===== src/hdl/fpc_consts.svh =====
// Offsets, fields, command codes and timing counts of the program sequencer.
// Included by the design files; definitions only.
`ifndef FPC_CONSTS_SVH
`define FPC_CONSTS_SVH

// Register byte offsets on the Avalon-MM slave
`define FPC_REG_CTRL    5'h00
`define FPC_REG_ADDR    5'h04
`define FPC_REG_DATA    5'h08
`define FPC_REG_COUNT   5'h0c
`define FPC_REG_BUFDATA 5'h10
`define FPC_REG_STATUS  5'h14

// Status fields
`define FPC_ST_BUSY   0
`define FPC_ST_OK     1
`define FPC_ST_FAIL   2
`define FPC_ST_ABORT  3
`define FPC_ST_BYP    4
`define FPC_ST_REFUSE 5
`define FPC_ST_DATA_LO 16

// Flash status bits on the data lines
`define FPC_DQ_TOGGLE 6
`define FPC_DQ_FAIL   5
`define FPC_DQ_ABORT  1

// Command values and unlock defaults
`define FPC_CMD_PGM     16'h00a0
`define FPC_CMD_BYPASS  16'h0020
`define FPC_CMD_EXIT1   16'h0090
`define FPC_CMD_EXIT2   16'h0000
`define FPC_CMD_RESET   16'h00f0
`define FPC_CMD_LOAD    16'h0025
`define FPC_CMD_CONFIRM 16'h0029
`define FPC_UNLK_A1     22'h000555
`define FPC_UNLK_D1     16'h00aa
`define FPC_UNLK_A2     22'h0002aa
`define FPC_UNLK_D2     16'h0055
`define FPC_BUF_MAX     5'h0f

// Timing
`define FPC_CLK_NS   50
`define FPC_T_WP_NS  35
`define FPC_T_ACC_NS 70
`define FPC_T_RP_NS  500
`define FPC_WP_CYC  ((`FPC_T_WP_NS + `FPC_CLK_NS - 1) / `FPC_CLK_NS)
`define FPC_ACC_CYC ((`FPC_T_ACC_NS + `FPC_CLK_NS - 1) / `FPC_CLK_NS)
`define FPC_RP_CYC  ((`FPC_T_RP_NS + `FPC_CLK_NS - 1) / `FPC_CLK_NS)

`endif


===== src/hdl/fpc_pkg.sv =====
// Types of the flash program sequencer.
// Needs no other file.
package fpc_pkg;
   typedef enum logic [3:0] {
      OP_NONE      = 4'h0,
      OP_WORD      = 4'h1,
      OP_BYP_ENTER = 4'h2,
      OP_BYP_PGM   = 4'h3,
      OP_BYP_EXIT  = 4'h4,
      OP_BUF       = 4'h5,
      OP_RST       = 4'h6,
      OP_ABORT_RST = 4'h7,
      OP_HWRST     = 4'h8
   } fpc_op_type;

   typedef enum logic [4:0] {
      ST_IDLE  = 5'b00001,
      ST_ISSUE = 5'b00010,
      ST_POLL1 = 5'b00100,
      ST_POLL2 = 5'b01000,
      ST_HWRST = 5'b10000
   } fpc_state_type;
endpackage : fpc_pkg


===== src/hdl/fpc_cyc_if.sv =====
// One flash bus cycle request between sequencer and pin engine.
// Both ends share clk_in.
`timescale 1ns/1ps
`default_nettype none
interface fpc_cyc_if;
   logic        req;
   logic        wr;
   logic [21:0] addr;
   logic [15:0] wdata;
   logic [15:0] rdata;
   logic        ack;
   modport seq (output req, wr, addr, wdata, input rdata, ack);
   modport eng (input req, wr, addr, wdata, output rdata, ack);
endinterface : fpc_cyc_if
`default_nettype wire


===== src/hdl/fpc_cycle.sv =====
// Pin engine: turns one request into a flash write or read cycle.
// Assumes pins synchronous to clk_in; request held until ack.
`timescale 1ns/1ps
`default_nettype none
`include "fpc_consts.svh"
module fpc_cycle (
   input  wire logic   clk_in,
   input  wire logic   rst_n_in,
   input  wire logic   ce_in,
   fpc_cyc_if.eng      cyc,
   input  wire logic [15:0] dq_in,
   output logic [21:0] addr_out,
   output logic [15:0] dq_out,
   output logic        dq_oe_out,
   output logic        ce_n_out,
   output logic        we_n_out,
   output logic        oe_n_out
);
   import fpc_pkg::*;
   logic [1:0] stg_ff;
   logic [3:0] cnt_ff;

   always_ff @(posedge clk_in or negedge rst_n_in) begin
      if (!rst_n_in) begin
         stg_ff    <= 2'h0;
         cnt_ff    <= 4'h0;
         addr_out  <= 22'h0;
         dq_out    <= 16'h0;
         dq_oe_out <= 1'b0;
         ce_n_out  <= 1'b1;
         we_n_out  <= 1'b1;
         oe_n_out  <= 1'b1;
         cyc.ack   <= 1'b0;
         cyc.rdata <= 16'h0;
      end else if (ce_in) begin
         cyc.ack <= 1'b0;
         unique case (stg_ff)
            2'h0: if (cyc.req && !cyc.ack) begin
               // Address settles before the strobe falls
               addr_out  <= cyc.addr;
               dq_out    <= cyc.wdata;
               dq_oe_out <= cyc.wr;
               ce_n_out  <= 1'b0;
               stg_ff    <= 2'h1;
            end
            2'h1: begin
               we_n_out <= ~cyc.wr;
               oe_n_out <= cyc.wr;
               cnt_ff   <= cyc.wr ? 4'(`FPC_WP_CYC) : 4'(`FPC_ACC_CYC);
               stg_ff   <= 2'h2;
            end
            2'h2: if (cnt_ff == 4'h1) begin
               // Data stays driven past the rising strobe
               we_n_out  <= 1'b1;
               oe_n_out  <= 1'b1;
               cyc.rdata <= dq_in;
               stg_ff    <= 2'h3;
            end else begin
               cnt_ff <= cnt_ff - 4'h1;
            end
            2'h3: begin
               ce_n_out  <= 1'b1;
               dq_oe_out <= 1'b0;
               cyc.ack   <= 1'b1;
               stg_ff    <= 2'h0;
            end
         endcase
      end
   end
endmodule : fpc_cycle
`default_nettype wire


===== src/hdl/fpc_seq_top.sv =====
// Host-side flash program sequencer with Avalon-MM register slave.
// Assumes flash pins synchronous to clk_in, 20 MHz.
`timescale 1ns/1ps
`default_nettype none
`include "fpc_consts.svh"
module fpc_seq_top #(
   parameter logic [21:0] UNLK_ADDR1 = `FPC_UNLK_A1,
   parameter logic [15:0] UNLK_DATA1 = `FPC_UNLK_D1,
   parameter logic [21:0] UNLK_ADDR2 = `FPC_UNLK_A2,
   parameter logic [15:0] UNLK_DATA2 = `FPC_UNLK_D2
) (
   input  wire logic        clk_in,
   input  wire logic        rst_n_in,
   input  wire logic        ce_in,
   input  wire logic [4:0]  avs_address_in,
   input  wire logic        avs_read_in,
   input  wire logic        avs_write_in,
   input  wire logic [31:0] avs_writedata_in,
   output logic [31:0]      avs_readdata_out,
   output logic             avs_waitrequest_out,
   output logic [21:0]      flash_addr_out,
   input  wire logic [15:0] flash_dq_in,
   output logic [15:0]      flash_dq_out,
   output logic             flash_dq_oe_out,
   output logic             flash_ce_n_out,
   output logic             flash_we_n_out,
   output logic             flash_oe_n_out,
   output logic             flash_reset_n_out
);
   import fpc_pkg::*;

   logic          rst_meta_ff;
   logic          rst_n;
   fpc_state_type state_ff;
   fpc_op_type    op_ff;
   fpc_op_type    go_op;
   logic [5:0]    step_ff;
   logic [21:0]   addr_ff;
   logic [15:0]   data_ff;
   logic [4:0]    cnt_ff;
   logic [3:0]    bptr_ff;
   logic [15:0]   r1_ff;
   logic [15:0]   rd_last_ff;
   logic [7:0]    hw_cnt_ff;
   logic          hw_pend_ff;
   logic          ok_ff;
   logic          fail_ff;
   logic          abort_ff;
   logic          byp_ff;
   logic          refused_ff;
   logic          bus_wr;
   logic          go;
   logic          idle;
   logic          allowed;
   logic          unl;
   logic          s_last;
   logic          s_poll;
   logic [21:0]   s_addr;
   logic [15:0]   s_data;
   logic [21:0]   poll_addr;
   logic [3:0]    buf_idx;
   logic [15:0]   buf_data;
   logic [31:0]   status;

   fpc_cyc_if cyc ();

   // Reset release through two flops
   always_ff @(posedge clk_in or negedge rst_n_in) begin
      if (!rst_n_in) begin
         rst_meta_ff <= 1'b0;
         rst_n       <= 1'b0;
      end else begin
         rst_meta_ff <= 1'b1;
         rst_n       <= rst_meta_ff;
      end
   end

   fpc_cycle u_cycle (
      .clk_in    (clk_in),
      .rst_n_in  (rst_n),
      .ce_in     (ce_in),
      .cyc       (cyc.eng),
      .dq_in     (flash_dq_in),
      .addr_out  (flash_addr_out),
      .dq_out    (flash_dq_out),
      .dq_oe_out (flash_dq_oe_out),
      .ce_n_out  (flash_ce_n_out),
      .we_n_out  (flash_we_n_out),
      .oe_n_out  (flash_oe_n_out)
   );

   fpc_wbuf u_wbuf (
      .clk_in      (clk_in),
      .ce_in       (ce_in),
      .wr_in       (bus_wr && avs_address_in == `FPC_REG_BUFDATA && idle),
      .wr_idx_in   (bptr_ff),
      .wr_data_in  (avs_writedata_in[15:0]),
      .rd_idx_in   (buf_idx),
      .rd_data_out (buf_data)
   );

   assign idle   = (state_ff == ST_IDLE) && !hw_pend_ff;
   assign bus_wr = avs_write_in && !avs_waitrequest_out;
   assign go     = bus_wr && avs_address_in == `FPC_REG_CTRL;
   assign go_op  = fpc_op_type'(avs_writedata_in[3:0]);
   assign status = {rd_last_ff, 10'h0, refused_ff, byp_ff, abort_ff, fail_ff, ok_ff, !idle};

   // Avalon slave: one wait cycle, then answer
   always_ff @(posedge clk_in or negedge rst_n) begin
      if (!rst_n) begin
         avs_waitrequest_out <= 1'b1;
         avs_readdata_out    <= 32'h0;
      end else if (ce_in) begin
         if ((avs_read_in || avs_write_in) && avs_waitrequest_out) begin
            avs_waitrequest_out <= 1'b0;
            if (avs_read_in) begin
               unique case (avs_address_in)
                  `FPC_REG_ADDR:   avs_readdata_out <= {10'h0, addr_ff};
                  `FPC_REG_DATA:   avs_readdata_out <= {16'h0, data_ff};
                  `FPC_REG_COUNT:  avs_readdata_out <= {23'h0, bptr_ff, cnt_ff};
                  `FPC_REG_STATUS: avs_readdata_out <= status;
                  default:         avs_readdata_out <= 32'h0;
               endcase
            end
         end else begin
            avs_waitrequest_out <= 1'b1;
         end
      end
   end

   // Operation parameters, frozen while busy
   always_ff @(posedge clk_in or negedge rst_n) begin
      if (!rst_n) begin
         addr_ff <= 22'h0;
         data_ff <= 16'h0;
         cnt_ff  <= 5'h0;
         bptr_ff <= 4'h0;
      end else if (ce_in && bus_wr && idle) begin
         unique case (avs_address_in)
            `FPC_REG_ADDR: addr_ff <= avs_writedata_in[21:0];
            `FPC_REG_DATA: data_ff <= avs_writedata_in[15:0];
            `FPC_REG_COUNT: begin
               cnt_ff  <= avs_writedata_in[4:0];
               bptr_ff <= 4'h0;
            end
            `FPC_REG_BUFDATA: bptr_ff <= bptr_ff + 4'h1;
            default: ;
         endcase
      end
   end

   // Which orders the device would accept in the present mode
   always_comb begin
      allowed = 1'b0;
      if (fail_ff) begin
         allowed = (go_op == OP_RST);
      end else if (abort_ff) begin
         allowed = (go_op == OP_ABORT_RST);
      end else if (byp_ff) begin
         allowed = (go_op == OP_BYP_PGM) || (go_op == OP_BYP_EXIT);
      end else begin
         allowed = (go_op == OP_WORD) || (go_op == OP_BYP_ENTER) ||
                   (go_op == OP_RST) || (go_op == OP_ABORT_RST) ||
                   (go_op == OP_BUF && cnt_ff <= `FPC_BUF_MAX);
      end
   end

   // Bus cycle for the present step of the present order
   always_comb begin
      s_addr  = addr_ff;
      s_data  = data_ff;
      s_last  = 1'b0;
      buf_idx = step_ff[3:0] - 4'h4;
      unl     = (op_ff == OP_WORD) || (op_ff == OP_BYP_ENTER) ||
                (op_ff == OP_BUF) || (op_ff == OP_ABORT_RST);
      s_poll  = (op_ff == OP_WORD) || (op_ff == OP_BYP_PGM) || (op_ff == OP_BUF);
      poll_addr = (op_ff == OP_BUF) ? {addr_ff[21:4], cnt_ff[3:0]} : addr_ff;
      if (unl && step_ff == 6'h0) begin
         s_addr = UNLK_ADDR1;
         s_data = UNLK_DATA1;
      end else if (unl && step_ff == 6'h1) begin
         s_addr = UNLK_ADDR2;
         s_data = UNLK_DATA2;
      end else begin
         unique case (op_ff)
            OP_WORD: begin
               if (step_ff == 6'h2) begin
                  s_addr = UNLK_ADDR1;
                  s_data = `FPC_CMD_PGM;
               end else begin
                  s_last = 1'b1;
               end
            end
            OP_BYP_ENTER: begin
               s_addr = UNLK_ADDR1;
               s_data = `FPC_CMD_BYPASS;
               s_last = 1'b1;
            end
            OP_BYP_PGM: begin
               if (step_ff == 6'h0) begin
                  s_data = `FPC_CMD_PGM;
               end else begin
                  s_last = 1'b1;
               end
            end
            OP_BYP_EXIT: begin
               if (step_ff == 6'h0) begin
                  s_data = `FPC_CMD_EXIT1;
               end else begin
                  s_data = `FPC_CMD_EXIT2;
                  s_last = 1'b1;
               end
            end
            OP_RST: begin
               s_data = `FPC_CMD_RESET;
               s_last = 1'b1;
            end
            OP_ABORT_RST: begin
               s_addr = UNLK_ADDR1;
               s_data = `FPC_CMD_RESET;
               s_last = 1'b1;
            end
            OP_BUF: begin
               if (step_ff == 6'h2) begin
                  s_data = `FPC_CMD_LOAD;
               end else if (step_ff == 6'h3) begin
                  s_data = {11'h0, cnt_ff};
               end else if (step_ff < 6'h5 + {1'b0, cnt_ff}) begin
                  // cnt_ff + 1 loads, one per step, all inside one page
                  s_addr = {addr_ff[21:4], buf_idx};
                  s_data = buf_data;
               end else begin
                  s_data = `FPC_CMD_CONFIRM;
                  s_last = 1'b1;
               end
            end
            default: s_last = 1'b1;
         endcase
      end
   end

   // Sequencer: issue cycles, poll status, keep mode flags
   always_ff @(posedge clk_in or negedge rst_n) begin
      if (!rst_n) begin
         state_ff          <= ST_IDLE;
         op_ff             <= OP_NONE;
         step_ff           <= 6'h0;
         cyc.req           <= 1'b0;
         cyc.wr            <= 1'b0;
         cyc.addr          <= 22'h0;
         cyc.wdata         <= 16'h0;
         r1_ff             <= 16'h0;
         rd_last_ff        <= 16'h0;
         hw_cnt_ff         <= 8'h0;
         hw_pend_ff        <= 1'b0;
         ok_ff             <= 1'b0;
         fail_ff           <= 1'b0;
         abort_ff          <= 1'b0;
         byp_ff            <= 1'b0;
         refused_ff        <= 1'b0;
         flash_reset_n_out <= 1'b1;
      end else if (ce_in) begin
         if (hw_pend_ff && !cyc.req) begin
            // Hardware reset ends any running operation
            hw_pend_ff        <= 1'b0;
            flash_reset_n_out <= 1'b0;
            hw_cnt_ff         <= 8'(`FPC_RP_CYC);
            state_ff          <= ST_HWRST;
         end else begin
            if (go && go_op == OP_HWRST) begin
               hw_pend_ff <= 1'b1;
               ok_ff      <= 1'b0;
               refused_ff <= 1'b0;
            end
            unique case (state_ff)
               ST_IDLE: begin
                  if (go && go_op != OP_HWRST) begin
                     if (allowed) begin
                        op_ff      <= go_op;
                        step_ff    <= 6'h0;
                        ok_ff      <= 1'b0;
                        refused_ff <= 1'b0;
                        state_ff   <= ST_ISSUE;
                     end else begin
                        refused_ff <= 1'b1;
                     end
                  end
               end
               ST_ISSUE: begin
                  if (!cyc.req) begin
                     cyc.req   <= 1'b1;
                     cyc.wr    <= 1'b1;
                     cyc.addr  <= s_addr;
                     cyc.wdata <= s_data;
                  end else if (cyc.ack) begin
                     cyc.req <= 1'b0;
                     if (!s_last) begin
                        step_ff <= step_ff + 6'h1;
                     end else if (s_poll) begin
                        state_ff <= ST_POLL1;
                     end else begin
                        ok_ff    <= 1'b1;
                        state_ff <= ST_IDLE;
                        unique case (op_ff)
                           OP_BYP_ENTER: byp_ff   <= 1'b1;
                           OP_BYP_EXIT:  byp_ff   <= 1'b0;
                           OP_RST:       fail_ff  <= 1'b0;
                           OP_ABORT_RST: abort_ff <= 1'b0;
                           default: ;
                        endcase
                     end
                  end
               end
               ST_POLL1, ST_POLL2: begin
                  if (!cyc.req) begin
                     cyc.req  <= 1'b1;
                     cyc.wr   <= 1'b0;
                     cyc.addr <= poll_addr;
                  end else if (cyc.ack) begin
                     cyc.req <= 1'b0;
                     if (state_ff == ST_POLL1) begin
                        r1_ff    <= cyc.rdata;
                        state_ff <= ST_POLL2;
                     end else begin
                        rd_last_ff <= cyc.rdata;
                        state_ff   <= ST_IDLE;
                        // Toggle stopped means done and back in read mode
                        if (r1_ff[`FPC_DQ_TOGGLE] == cyc.rdata[`FPC_DQ_TOGGLE]) begin
                           ok_ff <= 1'b1;
                        end else if (cyc.rdata[`FPC_DQ_FAIL]) begin
                           fail_ff <= 1'b1;
                        end else if (cyc.rdata[`FPC_DQ_ABORT]) begin
                           abort_ff <= 1'b1;
                        end else begin
                           state_ff <= ST_POLL1;
                        end
                     end
                  end
               end
               ST_HWRST: begin
                  if (hw_cnt_ff <= 8'h1) begin
                     flash_reset_n_out <= 1'b1;
                     byp_ff            <= 1'b0;
                     fail_ff           <= 1'b0;
                     abort_ff          <= 1'b0;
                     ok_ff             <= 1'b1;
                     state_ff          <= ST_IDLE;
                  end else begin
                     hw_cnt_ff <= hw_cnt_ff - 8'h1;
                  end
               end
            endcase
         end
      end
   end
endmodule : fpc_seq_top
`default_nettype wire


===== src/hdl/fpc_wbuf.sv =====
// Sixteen-word staging store for buffered programming.
// Written from the register port, read by index in the sequencer.
`timescale 1ns/1ps
`default_nettype none
module fpc_wbuf (
   input  wire logic        clk_in,
   input  wire logic        ce_in,
   input  wire logic        wr_in,
   input  wire logic [3:0]  wr_idx_in,
   input  wire logic [15:0] wr_data_in,
   input  wire logic [3:0]  rd_idx_in,
   output logic [15:0]      rd_data_out
);
   logic [15:0] mem_ff [16];

   always_ff @(posedge clk_in) begin
      if (ce_in && wr_in) begin
         mem_ff[wr_idx_in] <= wr_data_in;
      end
   end

   assign rd_data_out = mem_ff[rd_idx_in];
endmodule : fpc_wbuf
`default_nettype wire

===== config.mk =====
export PLATFORM = sky130hd
export DESIGN_NAME = fpc_seq_top
export DESIGN_NICKNAME = d
export VERILOG_FILES = /design/src/hdl/fpc_pkg.sv /design/src/hdl/fpc_cyc_if.sv /design/src/hdl/fpc_cycle.sv /design/src/hdl/fpc_seq_top.sv /design/src/hdl/fpc_wbuf.sv
export VERILOG_INCLUDE_DIRS = /design/src /design/src/hdl
export SDC_FILE = /design/constraint.sdc
export NUM_CORES = 1
export LEC_CHECK = 0
export BUFFER_PORTS_ARGS = -buffer_cell sky130_fd_sc_hd__buf_2
export CORE_MARGIN = 2
export CORE_UTILIZATION = 50
export CTS_CLUSTER_DIAMETER = 30
export DETAILED_ROUTE_END_ITERATION = 7
export MAX_ROUTING_LAYER = met4
export PLACE_DENSITY = 0.8
export SLEW_MARGIN = 20
export SYNTH_ARGS = -nofsm -noshare
export SYNTH_HDL_FRONTEND = slang
export SYNTH_SLANG_ARGS = --single-unit

===== constraint.sdc =====
create_clock -name clk_in -period 9 [get_ports clk_in]
set_clock_uncertainty 0.15 [all_clocks]
set_input_delay 0.9 -clock clk_in [delete_from_list [all_inputs] [get_ports clk_in]]
set_output_delay 0.9 -clock clk_in [all_outputs]
set_load 0.1 [all_outputs]

# Word-level counts from Yosys, hierarchy flattened
# Memories as Yosys holds them, arrays and structs flattened.
# Index checks and enable logic that the tools add are counted.
[word_totals] ff_bits=240 mem_bits_rw=256 input_bits=58 out_inout_bits=76 elab_cells=322 n_memories=1
[op_classes] add_sub_neg=6 magnitude_cmp=3 eq_ne=66 mux=131 bitwise=4 n_reduce_logical=76
[memory_table] memory="u_wbuf.mem_ff" depth=16 word_bits=16 rd=1 rd_clocked_by_memory_dff=0 wr=1 line_no="fpc_wbuf.sv:14" rtl="logic [15:0] mem_ff [16];"
[op_table] cell="one-hot mux 32 bit (4 select lines)" n=1
[op_table] cell="2-to-1 mux 16 bit" n=7
[op_table] cell="2-to-1 mux 22 bit" n=5
[op_table] cell="one-hot mux 16 bit (6 select lines)" n=1
[op_table] cell="2-to-1 mux 1 bit" n=68
[op_table] cell="one-hot mux 22 bit (3 select lines)" n=1
[op_table] cell="2-to-1 mux 5 bit" n=9
[op_table] cell="one-hot mux 22 bit (2 select lines)" n=1
[op_table] cell="equality test 4 x 3 -> 1 bit (second input constant)" n=8
[op_table] cell="2-to-1 mux 8 bit" n=4
[op_table] cell="!= test 2 bit (second input constant)" n=16
[op_table] cell="2-to-1 mux 6 bit" n=5
[op_table] cell="AND reduction 3 bit" n=10
[op_table] cell="2-to-1 mux 4 bit" n=6
[op_table] cell="one-hot mux 5 bit (4 select lines)" n=1
[op_table] cell="AND reduction 9 bit" n=2
[op_table] cell="nonzero test 2 bit" n=9
[op_table] cell="equality test 4 x 2 -> 1 bit (second input constant)" n=4
[op_table] cell="logical AND 1 bit" n=16
[op_table] cell="one-hot mux 4 bit (2 select lines)" n=2
[op_table] cell="equality test 5 x 4 -> 1 bit (second input constant)" n=3
[op_table] cell="equality test 5 bit (second input constant)" n=3
[op_table] cell="!= test 3 bit (second input constant)" n=5
[op_table] cell="AND reduction 15 bit" n=1
[op_table] cell="45 further kinds" n=98

# Depth between registers and ports, before layout
# Gate-level depths: netlist of the first run.
[logic_depth] word_depth=13 depth_mapped=13 ltp_nobuf=12

# By module
# Synthesis of the first run repeated with hierarchy kept, for this count alone.
[hier_totals] cells_unflattened=1454 area_unflattened_um2=21097.7
[modules_own_cells] mod="fpc_wbuf" n_inst=1 cells_each=417 area_per_inst_um2=9764.4 seq_area_each_um2=7687.4
[modules_own_cells] mod="fpc_seq_top" n_inst=1 cells_each=858 area_per_inst_um2=8602.0 seq_area_each_um2=4232.8
[modules_own_cells] mod="fpc_cycle" n_inst=1 cells_each=179 area_per_inst_um2=2731.4 seq_area_each_um2=1630.3

# Worst setup path before layout of the first run
# OpenSTA, ideal clock, no wires.
[synth_path] path_kind="input port to flip-flop" from="input avs_address_in[4]" to="memory u_wbuf.mem_ff[3][0] (enable)" setup_ps=409 arrival_time_ps=2998 t_required_ps=8441 slack_ps=5443 stages=5 n_path_buf=2 cell_sequence="clkbuf_1 and3_1 clkbuf_1 nand2_1 nor3_1"
[synth_between] elab_chain_len=6
[synth_lines] element="from (decl)" line_no="fpc_seq_top.sv:15" rtl="input wire logic [4:0] avs_address_in,"
[synth_lines] element="equality test 5 bit"
[synth_lines] element="logical AND 1 bit (no source line)"
[synth_lines] element="logical AND 1 bit" line_no="fpc_seq_top.sv:95" rtl=".wr_in (bus_wr && avs_address_in == `FPC_REG_BUFDATA && idle),"
[synth_lines] element="logical AND 1 bit" line_no="fpc_wbuf.sv:17" rtl="if (ce_in && wr_in) begin"
[synth_lines] element="2-to-1 mux 1 bit" line_no="fpc_wbuf.sv:17"
[synth_lines] element="2-to-1 mux 1 bit (not written as such)" line_no="fpc_wbuf.sv:18" rtl="mem_ff[wr_idx_in] <= wr_data_in;"
[synth_lines] element="to (decl)" line_no="fpc_wbuf.sv:14"
# Every way passes these cells.

# Worst setup path in the final report of the first run
[layout_path] from="register state_ff[4]" to="memory u_wbuf.mem_ff[15][11] (enable)"
[layout_between] elab_chain_len=6
[layout_lines] element="from (decl)" line_no="fpc_seq_top.sv:34" rtl="fpc_state_type state_ff;"
[layout_lines] element="from (signal assigned)" line_no="fpc_seq_top.sv:245" rtl="state_ff <= ST_IDLE;"
[layout_lines] element="from (signal assigned)" line_no="fpc_seq_top.sv:268" rtl="state_ff <= ST_HWRST;"
[layout_lines] element="from (signal assigned)" line_no="fpc_seq_top.sv:283" rtl="state_ff <= ST_ISSUE;"
[layout_lines] element="equality test 5 x 1 -> 1 bit" line_no="fpc_seq_top.sv:102" rtl="assign idle = (state_ff == ST_IDLE) && !hw_pend_ff;"
[layout_lines] element="logical AND 1 bit" line_no="fpc_seq_top.sv:102"
[layout_lines] element="logical AND 1 bit" line_no="fpc_seq_top.sv:95"
[layout_lines] element="logical AND 1 bit" line_no="fpc_wbuf.sv:17"
[layout_lines] element="2-to-1 mux 1 bit" line_no="fpc_wbuf.sv:17"
[layout_lines] element="2-to-1 mux 1 bit (not written as such)" line_no="fpc_wbuf.sv:18"
# Every way passes these cells.

==> out/metrics.yaml, run 1 <==
power_and_ir_drop:
  p_total_mw: 7.27
  peakVddDrop_uv: 162
  p_leak_nw: 10.3
  powerDensity_nw_per_um2: 285
setup_path:
  crit_fanout: 9
  crit_top_cell: "nor2_1"
  critPathMaxStageDelay_ns: 0.78
  critical_path_class: "register to register"
  cp.arrival_ns: 4.04
  crit_path_end_kind: "register"
  cpMaxStageDelayCell: "nor2_1"
  critical_path.cell_chain: "nor2_1, nand3_1, nor3_1, and3_1, nand2_1, nor2_1, buf_4"
  crit_path_start_kind: "register"
  worstPathRequired_ns: 9.17
cells_and_area:
  final_common_cell: "edfxtp_1"
  n_antenna_cell: 0
  layout.nets: 1654
  drive_above_1_share: 0.332
  nFillCells: 2790
  fin_util: 0.624
  final_cell_mix: "256 x edfxtp_1, 225 x dfrtp_1, 123 x buf_2"
  syn2layout_area_growth_pct: 22.7
sta:
  period_needed_ns: 3.88
  setup_viol_count_final: 0
  worstMarginPinSlew_ns: 1.08
  slew_headroom: 0.282
  finalHoldViolCount: 0
  finalSetupTns_ns: 0
  fmax_mhz: 258
  slew_viol_final: 0
  rsz0062_at_grt: "no"
  fin_crit_sh: 0.431
worst_hold_path:
  hp-class: "register to async pin"
routing:
  wl_per_cell_um: 26.5
  vias_per_cell: 6.28
  detail-route-antenna-nets: 0
  route.detailed.drc: 0
  drt_wl_total_mm: 57.9
  drt_pass1_iterations: 7
  drt_iter0_markers: 1865
  vias: 13713
global_route:
  grt_pass1_vias: 14094
  grt_max_degree: 71
  antenna_found_initial: 0
  grt_util_all_layers: 0.274
  grt_overflow: 0
  grt_pass1_wl_mm: 87.5
cts:
  cts_max_level: 3
  cts_setup_buffers: 0
  cts_made_buffers: 95
  ctsRootBufferMaster: "clkbuf_16"
  clock_path_buffers: 3
  clkLatencyLatePin_ns: 0.64
  cts_tree: "built"
  cts_sinks: 490
  postCtsHoldBufs: 1
  cts_resized: 0
  clkSlewWorstSetupHoldPaths_ns: 0.05
place:
  dp_hpwl_mm: 32.8
  numPortBuffers: 123
  place.gp.congestion: 0.895
yosys:
  yosysWarningCount: 0
  ys_ff_latch: 490
  synthSimpleGateAreaFrac: 0.0717
  synth_compound_area_frac: 0.0762
  ys_top_cells_by_area: "edfxtp_1 37%, dfrtp_1 27%, mux4_2 8.7%"
  synth.distinct_cells: 77
  syn_nets: 1476
  ys_seq_area_frac: 0.651
  synth_edf_count: 256
  synth_top_family_by_area: "multiplexers"
  synthMuxAreaShare: 0.160
  avgSynthCellArea_sq_um: 14.9
  syn_area_sq_um: 20800
  async_reset_ff_frac: 0.478
  synth_top_area_share: 0.369
  synth_xor_area_frac: 0.00758
  synth_top_area_cell: "edfxtp_1"
  ys.flop_type: "edfxtp_1"
  synthCells: 1394
  synthAdderAreaFrac: 0.0144
floorplan:
  dieArea_sq_um: 43300
  die_h_um: 208
  initial_core_util: 0.508
  ios: 134
  fp-row-count: 74
  core_sq_um: 40900
  die_x_um: 208
run:
  maxCapViolations: 0
run_status:
  status: "finished, final reports clean"
==> sequential cells by signal, summed over array words and instances (netlist names), 6 cells and up <==
register	cells
addr_ff	22
avs_readdata_out	32
cyc.addr	22
cyc.wdata	16
data_ff	16
hw_cnt_ff	8
rd_last_ff	16
step_ff	6
u_cycle.addr_out	22
u_cycle.cyc.rdata	16
u_cycle.dq_out	16
u_wbuf.mem_ff	256
==> metal layers <==
layer,vias to the layer above,global-route usage,wire [um]
met3,156,0.0531,5280
li1,5704,-,-
met2,860,0.432,28500
met5,-,-,0
met1,6993,0.349,21900
met4,0,0.121,2260
==> per-stage QoR <==
step                setup WS [ns]  instances  area (sq um)  hold slack (ns)
detailed placement           4.80       2005         22100            0.197
global route                 4.95       2185         25500            0.225
CTS                          5.24       2184         25500            0.212
floorplan                    1.86       1394         20800            0.181
global placement             4.90       2005         22100            0.195
finish                       5.12       2185         25500            0.199
==> where the power goes <==
group          total [mW]  switching, mW  internal [mW]
combinational       0.911          0.640          0.271
sequential           2.64          0.128           2.51
clock                3.72           1.26           2.46
==> cell usage after synthesis, types with 5 or more instances <==
cell and count:
inv_1 22, nor2b_1 10, dfstp_2 6, nor3_1 21, a221oi_1 10, mux2i_1 19, and2_1 8, mux2_2 119
a31oi_1 10, o21ai_1 10, nand2_1 117, o31ai_1 7, o22a_1 5, o21a_1 5, dfrtp_1 228, ha_1 24
o22ai_1 7, xor2_1 8, o21ai_0 67, xnor2_1 10, a22o_1 16, nand3_1 18, a21oi_1 35, mux4_2 80
a22oi_1 20, clkbuf_1 51, or3_1 9, nor2_1 82, o211ai_1 12, edfxtp_1 256, buf_1 9, nand2b_1 9
buf_2 12
==> final timing paths <==
kind                                  start               endpoint  slack, ns  depth (start not counted)
min in group clk_in             rst_meta_ff                  rst_n       0.22                          0
worst max-delay path            state_ff[4]  u_wbuf.mem_ff[15][11]       5.12                          7
worst min-delay path                  rst_n            cyc.addr[7]       0.20                          0
worst max register to register  state_ff[4]  u_wbuf.mem_ff[15][11]       5.12                          7
max in group asynchronous             rst_n      u_cycle.stg_ff[0]       6.33                          2
worst min register to register        rst_n            cyc.addr[7]       0.20                          0
==> cell families after synthesis <==
logic type,Yosys count
DFF,490
adders and majority gates,24
muxes,218
other,1
buffers and inverters,96
xor gates and xnor gates,18
and+or+nand+nor,310
AOI/OAI and AO/OA,237
==> worst max-delay path, delay by kind of cell, from the launching register on <==
family / cells / cell delay, ns
flip-flops: 1 / 0.44
AND/OR/NAND/NOR: 6 / 2.60
buffers and inverters: 1 / 0.36
==> final cells by class <==
class	instances	area [sq um]	share of cell area
sequential	490	13600	0.531
multi-input combinational	808	6910	0.271
clock buffer	120	2660	0.104
timing repair buffer	154	871	0.0341
clock inverter	58	777	0.0304
tap	532	666	0.0261
inverter	23	86.3	0.00338
(Power assumes the default switching activity.)
==> run 2: changes to the inputs <==
==> constraint.sdc (replaced) <==
create_clock -name clk_in -period 3.7 [get_ports clk_in]
set_clock_uncertainty 0.15 [all_clocks]
set_input_delay 0.37 -clock clk_in [delete_from_list [all_inputs] [get_ports clk_in]]
set_output_delay 0.37 -clock clk_in [all_outputs]
set_load 0.1 [all_outputs]
==> out/metrics.yaml, run 2 (synthesized netlist as in run 1, its figures left out) <==
worst_hold_path:
  hold_start: "avs_writedata_in[13]"
  hp-class: "primary input to register"
  hold_depth: 1
  hold_end: "u_wbuf.mem_ff[0][13]"
sta:
  rsz0062_at_grt: "no"
  period_needed_ns: 3.33  # -0.547 ns
  finalHoldWorstSlack_ns: 0.0373  # -0.162 ns
  worstMarginPinSlew_ns: 0.886  # -0.191 ns
  fin_crit_sh: 0.900  # +0.469
  finalHoldViolCount: 0  # unchanged
  setup_viol_count_final: 0  # unchanged
  slew_viol_final: 0  # unchanged
  finalSetupTns_ns: 0  # unchanged
  slew_headroom: 0.408  # +0.126
  fmax_mhz: 300  # +16%
cells_and_area:
  multi_input_area_sq_um: 6910  # about the same
  final_cell_mix: "256 x edfxtp_1, 225 x dfrtp_1, 123 x buf_2"
  drive_above_1_share: 0.343  # +0.0115
  nFillCells: 2763  # -0.97%
  reg_top3: "u_wbuf.mem_ff x256, avs_readdata_out x32"
  fin_util: 0.634  # +0.0106
  final_common_cell: "edfxtp_1"
  largest-register: "u_wbuf.mem_ff"
  largest_reg_flops: 256  # unchanged
  regArea_sq_um: 13600  # unchanged
  syn2layout_area_growth_pct: 24.8
  layout.nets: 1719  # +3.9%
power_and_ir_drop:
  comb_power_share: 0.132  # +0.007
  p_leak_nw: 10.5  # +2.1%
  powerDensity_nw_per_um2: 670  # +140%
  switchingPower_mw: 4.89  # +140%
  power_switching_share: 0.281  # +0.00160
  peakVddDrop_uv: 488  # +200%
  p_total_mw: 17.4  # +140%
  seqPwrFrac: 0.369  # +0.006
  power_frac_clock: 0.499  # -0.013
  internal_power_mw: 12.5  # +140%
global_route:
  grt_pass1_vias: 14773  # +4.8%
  grt_overflow: 0  # unchanged
  grt_max_degree: 63  # -11%
  grt_util_all_layers: 0.276  # +0.00154
  grt_pass1_wl_mm: 88.6  # +1.3%
  antenna_found_initial: 3  # +3
cts:
  cts_made_buffers: 95  # unchanged
  cts_max_level: 3  # unchanged
  clkSlewWorstSetupHoldPaths_ns: 0.05  # about the same
  clkLatencyLatePin_ns: 0.63  # about the same
  ctsRootBufferMaster: "clkbuf_16"
  clock_path_buffers: 3  # unchanged
  cts_tree: "built"
  cts_sinks: 490  # unchanged
floorplan:
  ios: 134  # unchanged
  die_x_um: 208  # unchanged
  die_h_um: 208  # unchanged
  fp-row-count: 74  # unchanged
  initial_core_util: 0.508  # unchanged
  dieArea_sq_um: 43300  # unchanged
  core_sq_um: 40900  # unchanged
setup_path:
  worstPathRequired_ns: 4.08  # -5.09 ns
  crit_fanout: 8  # -1
  crit_path_start_kind: "register"
  reg2reg_to: "step_ff[5]"
  ff2ff_setup_slack_ns: 0.37  # -4.75 ns
  cpMaxStageDelayCell: "dfrtp_1"
  reg2reg_depth: 12  # +5
  cp.arrival_ns: 3.71  # -0.33 ns
  crit_top_cell: "ha_1"
  r2r_start: "cnt_ff[0]"
  crit_path_end_kind: "register"
  critical_path.cell_chain: "ha_1, o21ai_0, xor2_1, ha_1, a2111oi_0, o21ai_1, a41oi_2, a22oi_2, o41ai_4, nand3_2, or3_1, a21oi_1"
  critical_path_class: "register to register"
  critPathMaxStageDelay_ns: 0.49  # -0.29 ns
routing:
  drt_wl_total_mm: 57.3  # -1.2%
  wl_per_cell_um: 25.4  # -4.2%
  detail-route-antenna-nets: 0  # unchanged
  vias_per_cell: 6.22  # -0.91%
  route.detailed.drc: 0  # unchanged
  drt_iter0_markers: 1494  # -20%
  drt_pass1_iterations: 5  # -2
  vias: 14023  # +2.3%
place:
  place.gp.congestion: 0.955  # +6.7%
  numPortBuffers: 123  # unchanged
  dp_hpwl_mm: 34.2  # +4.3%
run_status:
  status: "finished, final reports clean"
run:
  maxCapViolations: 0  # unchanged
## run 2: changes by cell type in the layout (fill, tap and decap cells not counted), moves of 2 or more
| cell | delta |
|---|---|
| buf_4 | +36 |
| clkbuf_16 | -3 |
| clkbuf_8 | -4 |
| clkinv_2 | +3 |
| inv_8 | -2 |
| clkinv_16 | -3 |
| clkinv_1 | -2 |
| diode_2 | +3 |
| dlygate4sd3_1 | +28 |
| buf_12 | +2 |
| clkinvlp_4 | +8 |
| clkbuf_1 | -2 |
| inv_6 | +7 |
## run 2: worst max-delay path, delay by kind of cell, from the launching register on
family | cells | cell delay (ns)
simple gates | 2 | 0.51
compound gates | 7 | 1.52
fa+ha+maj | 2 | 0.48
xor+xnor | 1 | 0.10
flops | 1 | 0.49
## run 2: how the worst max path moves through the flow
stage                start             endpoint  slack (ns)
2_1_floorplan  state_ff[0]  u_wbuf.mem_ff[3][0]        0.23
3_3_place_gp     cnt_ff[0]           step_ff[5]        0.28
3_5_place_dp     cnt_ff[0]           step_ff[5]        0.25
4_1_cts          cnt_ff[0]           step_ff[5]        0.26
5_1_grt          cnt_ff[0]           step_ff[5]        0.06
6_report         cnt_ff[0]           step_ff[5]        0.37
## run 2: repair_timing
item | in CTS | in global routing
hold buffers | 29 | 0
endpoints found under the setup margin | 0 | 1
endpoints found under the hold margin | 55 | 0
buffers inserted | 0 | 2
resized for setup | 0 | 0
## run 2: power by group through the flow
stage | sequential (mW) | clock, mW | combinational (mW)
3_5_place_dp | 6.50 | 0 | 2.24
2_1_floorplan | 7.09 | 0 | 1.05
3_3_place_gp | 6.48 | 0 | 2.17
5_1_grt | 6.46 | 9.03 | 2.45
4_1_cts | 6.42 | 8.76 | 2.29
6_report | 6.42 | 8.68 | 2.30
## run 2: routing by layer
| metal | GRT usage | wire (um) | up-vias |
|---|---|---|---|
| li1 | - | - | 5855 |
| met1 | 0.341 | 21800 | 7188 |
| met2 | 0.436 | 28200 | 808 |
| met3 | 0.0645 | 4910 | 172 |
| met4 | 0.123 | 2300 | 0 |
| met5 | - | 0 | - |
## run 2: metrics by stage
| stage | instances | worst slack (ns) | instance area [sq um] |
|---|---|---|---|
| final | 2255 | 0.370 | 26000 |
| after CTS | 2250 | 0.258 | 25900 |
| after global placement | 2041 | 0.280 | 22300 |
| after global routing | 2255 | 0.0603 | 26000 |
| after floorplan | 1394 | 0.231 | 20800 |
| after detailed placement | 2041 | 0.248 | 22300 |
## run 2: cell type report
class | count | area share
Sequential cell | 490 | 0.522
Multi-Input combinational cell | 808 | 0.266
Clock buffer | 111 | 0.0970
Timing Repair Buffer | 219 | 0.0552
Clock inverter | 69 | 0.0297
Tap cell | 532 | 0.0256
Inverter | 23 | 0.00333
Antenna cell | 3 | 0.000289
==> run 3: changes to the inputs <==
--- a/config.mk
+++ b/config.mk
@@ -7,6 +7,7 @@
 export NUM_CORES = 1
 export LEC_CHECK = 0
 export BUFFER_PORTS_ARGS = -buffer_cell sky130_fd_sc_hd__buf_2
+export CORE_ASPECT_RATIO = 1.2
 export CORE_MARGIN = 2
 export CORE_UTILIZATION = 50
 export CTS_CLUSTER_DIAMETER = 30
==> out/metrics.yaml, run 3 (synthesized netlist as in run 1, its figures left out) <==
cells_and_area:
  nFillCells: 2804  # +1.5%
  reg_top3: "u_wbuf.mem_ff x256, avs_readdata_out x32"
  layout.nets: 1700  # -1.1%
  final_common_cell: "edfxtp_1"
  largest_reg_flops: 256  # unchanged
  final_cell_mix: "256 x edfxtp_1, 225 x dfrtp_1, 123 x buf_2"
  fin_area_sq_um: 25400  # -2.0%
  multi_input_area_sq_um: 6910  # unchanged
  fin_util: 0.621  # -0.0132
  syn2layout_area_growth_pct: 22.2
  largest-register: "u_wbuf.mem_ff"
  regArea_sq_um: 13600  # unchanged
  drive_above_1_share: 0.332  # -0.0107
power_and_ir_drop:
  powerDensity_nw_per_um2: 640  # -4.5%
  p_leak_nw: 10.3  # -2.4%
  peakVddDrop_uv: 589  # +21%
worst_hold_path:
  hp-class: "primary input to register"
sta:
  rsz0062_at_grt: "no"
  slew_viol_final: 0  # unchanged
  fin_crit_sh: 0.916  # +0.0164
  finalHoldViolCount: 0  # unchanged
  slew_headroom: 0.352  # -0.0556
  period_needed_ns: 3.39  # +0.0606 ns
  setup_viol_count_final: 0  # unchanged
  fmax_mhz: 295  # -1.8%
  finalSetupTns_ns: 0  # unchanged
  worstMarginPinSlew_ns: 0.969  # +0.0831 ns
routing:
  route.detailed.drc: 0  # unchanged
  drt_iter0_markers: 1307  # -13%
  detail-route-antenna-nets: 0  # unchanged
  drt_pass1_iterations: 5  # unchanged
  vias_per_cell: 6.09  # -2.0%
  drt_wl_total_mm: 55.0  # -3.9%
  wl_per_cell_um: 24.8  # -2.5%
  vias: 13543  # -3.4%
setup_path:
  worstPathRequired_ns: 4.04  # -0.04 ns
  crit_fanout: 8  # unchanged
  crit_path_start_kind: "register"
  cp.arrival_ns: 3.73  # +0.02 ns
  crit_path_end_kind: "register"
  critical_path_class: "register to register"
run:
  maxCapViolations: 0  # unchanged
global_route:
  grt_pass1_vias: 14156  # -4.2%
  grt_util_all_layers: 0.266  # -0.00953
  grt_overflow: 0  # unchanged
  grt_max_degree: 68  # +7.9%
  grt_pass1_wl_mm: 83.9  # -5.3%
  antenna_found_initial: 1  # -2
run_status:
  status: "finished, final reports clean"
cts:
  clkLatencyLatePin_ns: 0.60  # -0.03 ns
  clkSlewWorstSetupHoldPaths_ns: 0.06  # about the same
  cts_tree: "built"
  cts_made_buffers: 78  # -18%
  cts_max_level: 3  # unchanged
  cts_setup_buffers: 0  # unchanged
  ctsRootBufferMaster: "clkbuf_16"
  cts_sinks: 490  # unchanged
  clock_path_buffers: 3  # unchanged
place:
  dp_hpwl_mm: 34.3  # +0.26%
  numPortBuffers: 123  # unchanged
  placed_area_sq_um: 22400  # +0.27%
  place.gp.congestion: 0.927  # -2.8%
floorplan:
  die_h_um: 227  # +9.4%
  ios: 134  # unchanged
  initial_core_util: 0.508  # about the same
  dieArea_sq_um: 43300  # about the same
  fp-row-count: 81  # +9.5%
  die_x_um: 190  # -8.5%
  core_sq_um: 40900  # about the same
run 3: changes by cell type in the layout (fill, tap and decap cells not counted), moves of 3 or more:
| cell | change |
|---|---|
| clkinvlp_4 | -6 |
| inv_8 | +5 |
| clkinv_8 | -3 |
| buf_12 | +3 |
| clkbuf_16 | -15 |
| buf_4 | -3 |
| clkbuf_1 | -3 |
| clkbuf_8 | -5 |
| clkinv_4 | +3 |
| clkinv_2 | -9 |
run 3: repair_timing:
item                                   in CTS  in global routing
endpoints found under the hold margin      25                  0
hold buffers                               27                  0
setup endpoints to repair                   0                  0
resized for setup                           0                  0
run 3: area by class of cell:
| type | instances | share of cell area |
|---|---|---|
| Clock buffer | 88 | 0.0811 |
| Inverter | 23 | 0.00339 |
| Antenna cell | 1 | 0.0000984 |
| Multi-Input combinational cell | 808 | 0.272 |
| Clock inverter | 56 | 0.0267 |
| Sequential cell | 490 | 0.533 |
| Tap cell | 539 | 0.0265 |
| Timing Repair Buffer | 217 | 0.0571 |
run 3: per-stage QoR:
step / total power [mW] / cells / worst slack, ns / hold slack [ns]
finish: 16.3 / 2222 / 0.310 / 0.0412
global route: 16.8 / 2222 / 0.0754 / 0.0412
CTS: 16.3 / 2221 / 0.344 / 0.0198
detailed placement: 8.75 / 2050 / 0.396 / 0.00868
global placement: 8.66 / 2050 / 0.389 / 0.00590
floorplan: 8.14 / 1394 / 0.231 / -0.0756
run 3: critical path, stage by stage, from the launching register on:
cell	delay, ns
dfrtp_1	0.50
a21oi_1	0.23
xor2_1	0.20
ha_1	0.27
a2111oi_0	0.37
o21ai_1	0.16
a41oi_2	0.19
a22oi_2	0.16
o41ai_4	0.40
nand3_2	0.15
or3_1	0.36
a21oi_1	0.14
run 3: report_power, final:
part | leakage (nW) | total (mW) | internal, mW | switching (mW)
logic | 3.54 | 2.32 | 0.710 | 1.61
clock network | 1.32 | 7.55 | 4.81 | 2.74
registers | 5.41 | 6.41 | 6.10 | 0.307
total | 10.3 | 16.3 | 11.6 | 4.66
run 3: routing by layer:
| layer | global-route usage | vias to the layer above | part of all wire |
|---|---|---|---|
| met5 | - | - | 0 |
| met4 | 0.0973 | 0 | 0.032 |
| met3 | 0.0466 | 144 | 0.070 |
| met2 | 0.455 | 669 | 0.52 |
| met1 | 0.319 | 6939 | 0.38 |
| li1 | - | 5791 | - |
run 3: path summary, 6_finish.rpt:
kind	start	to	slack [ns]	cells after the start
min in group asynchronous	rst_n	u_cycle.addr_out[13]	0.28	0
min reg2reg	rst_meta_ff	rst_n	0.22	0
max	cnt_ff[2]	step_ff[5]	0.31	11
max reg2reg	cnt_ff[2]	step_ff[5]	0.31	11
min	avs_writedata_in[13]	u_wbuf.mem_ff[9][13]	0.04	1
max in group asynchronous	rst_n	cnt_ff[1]	2.22	1
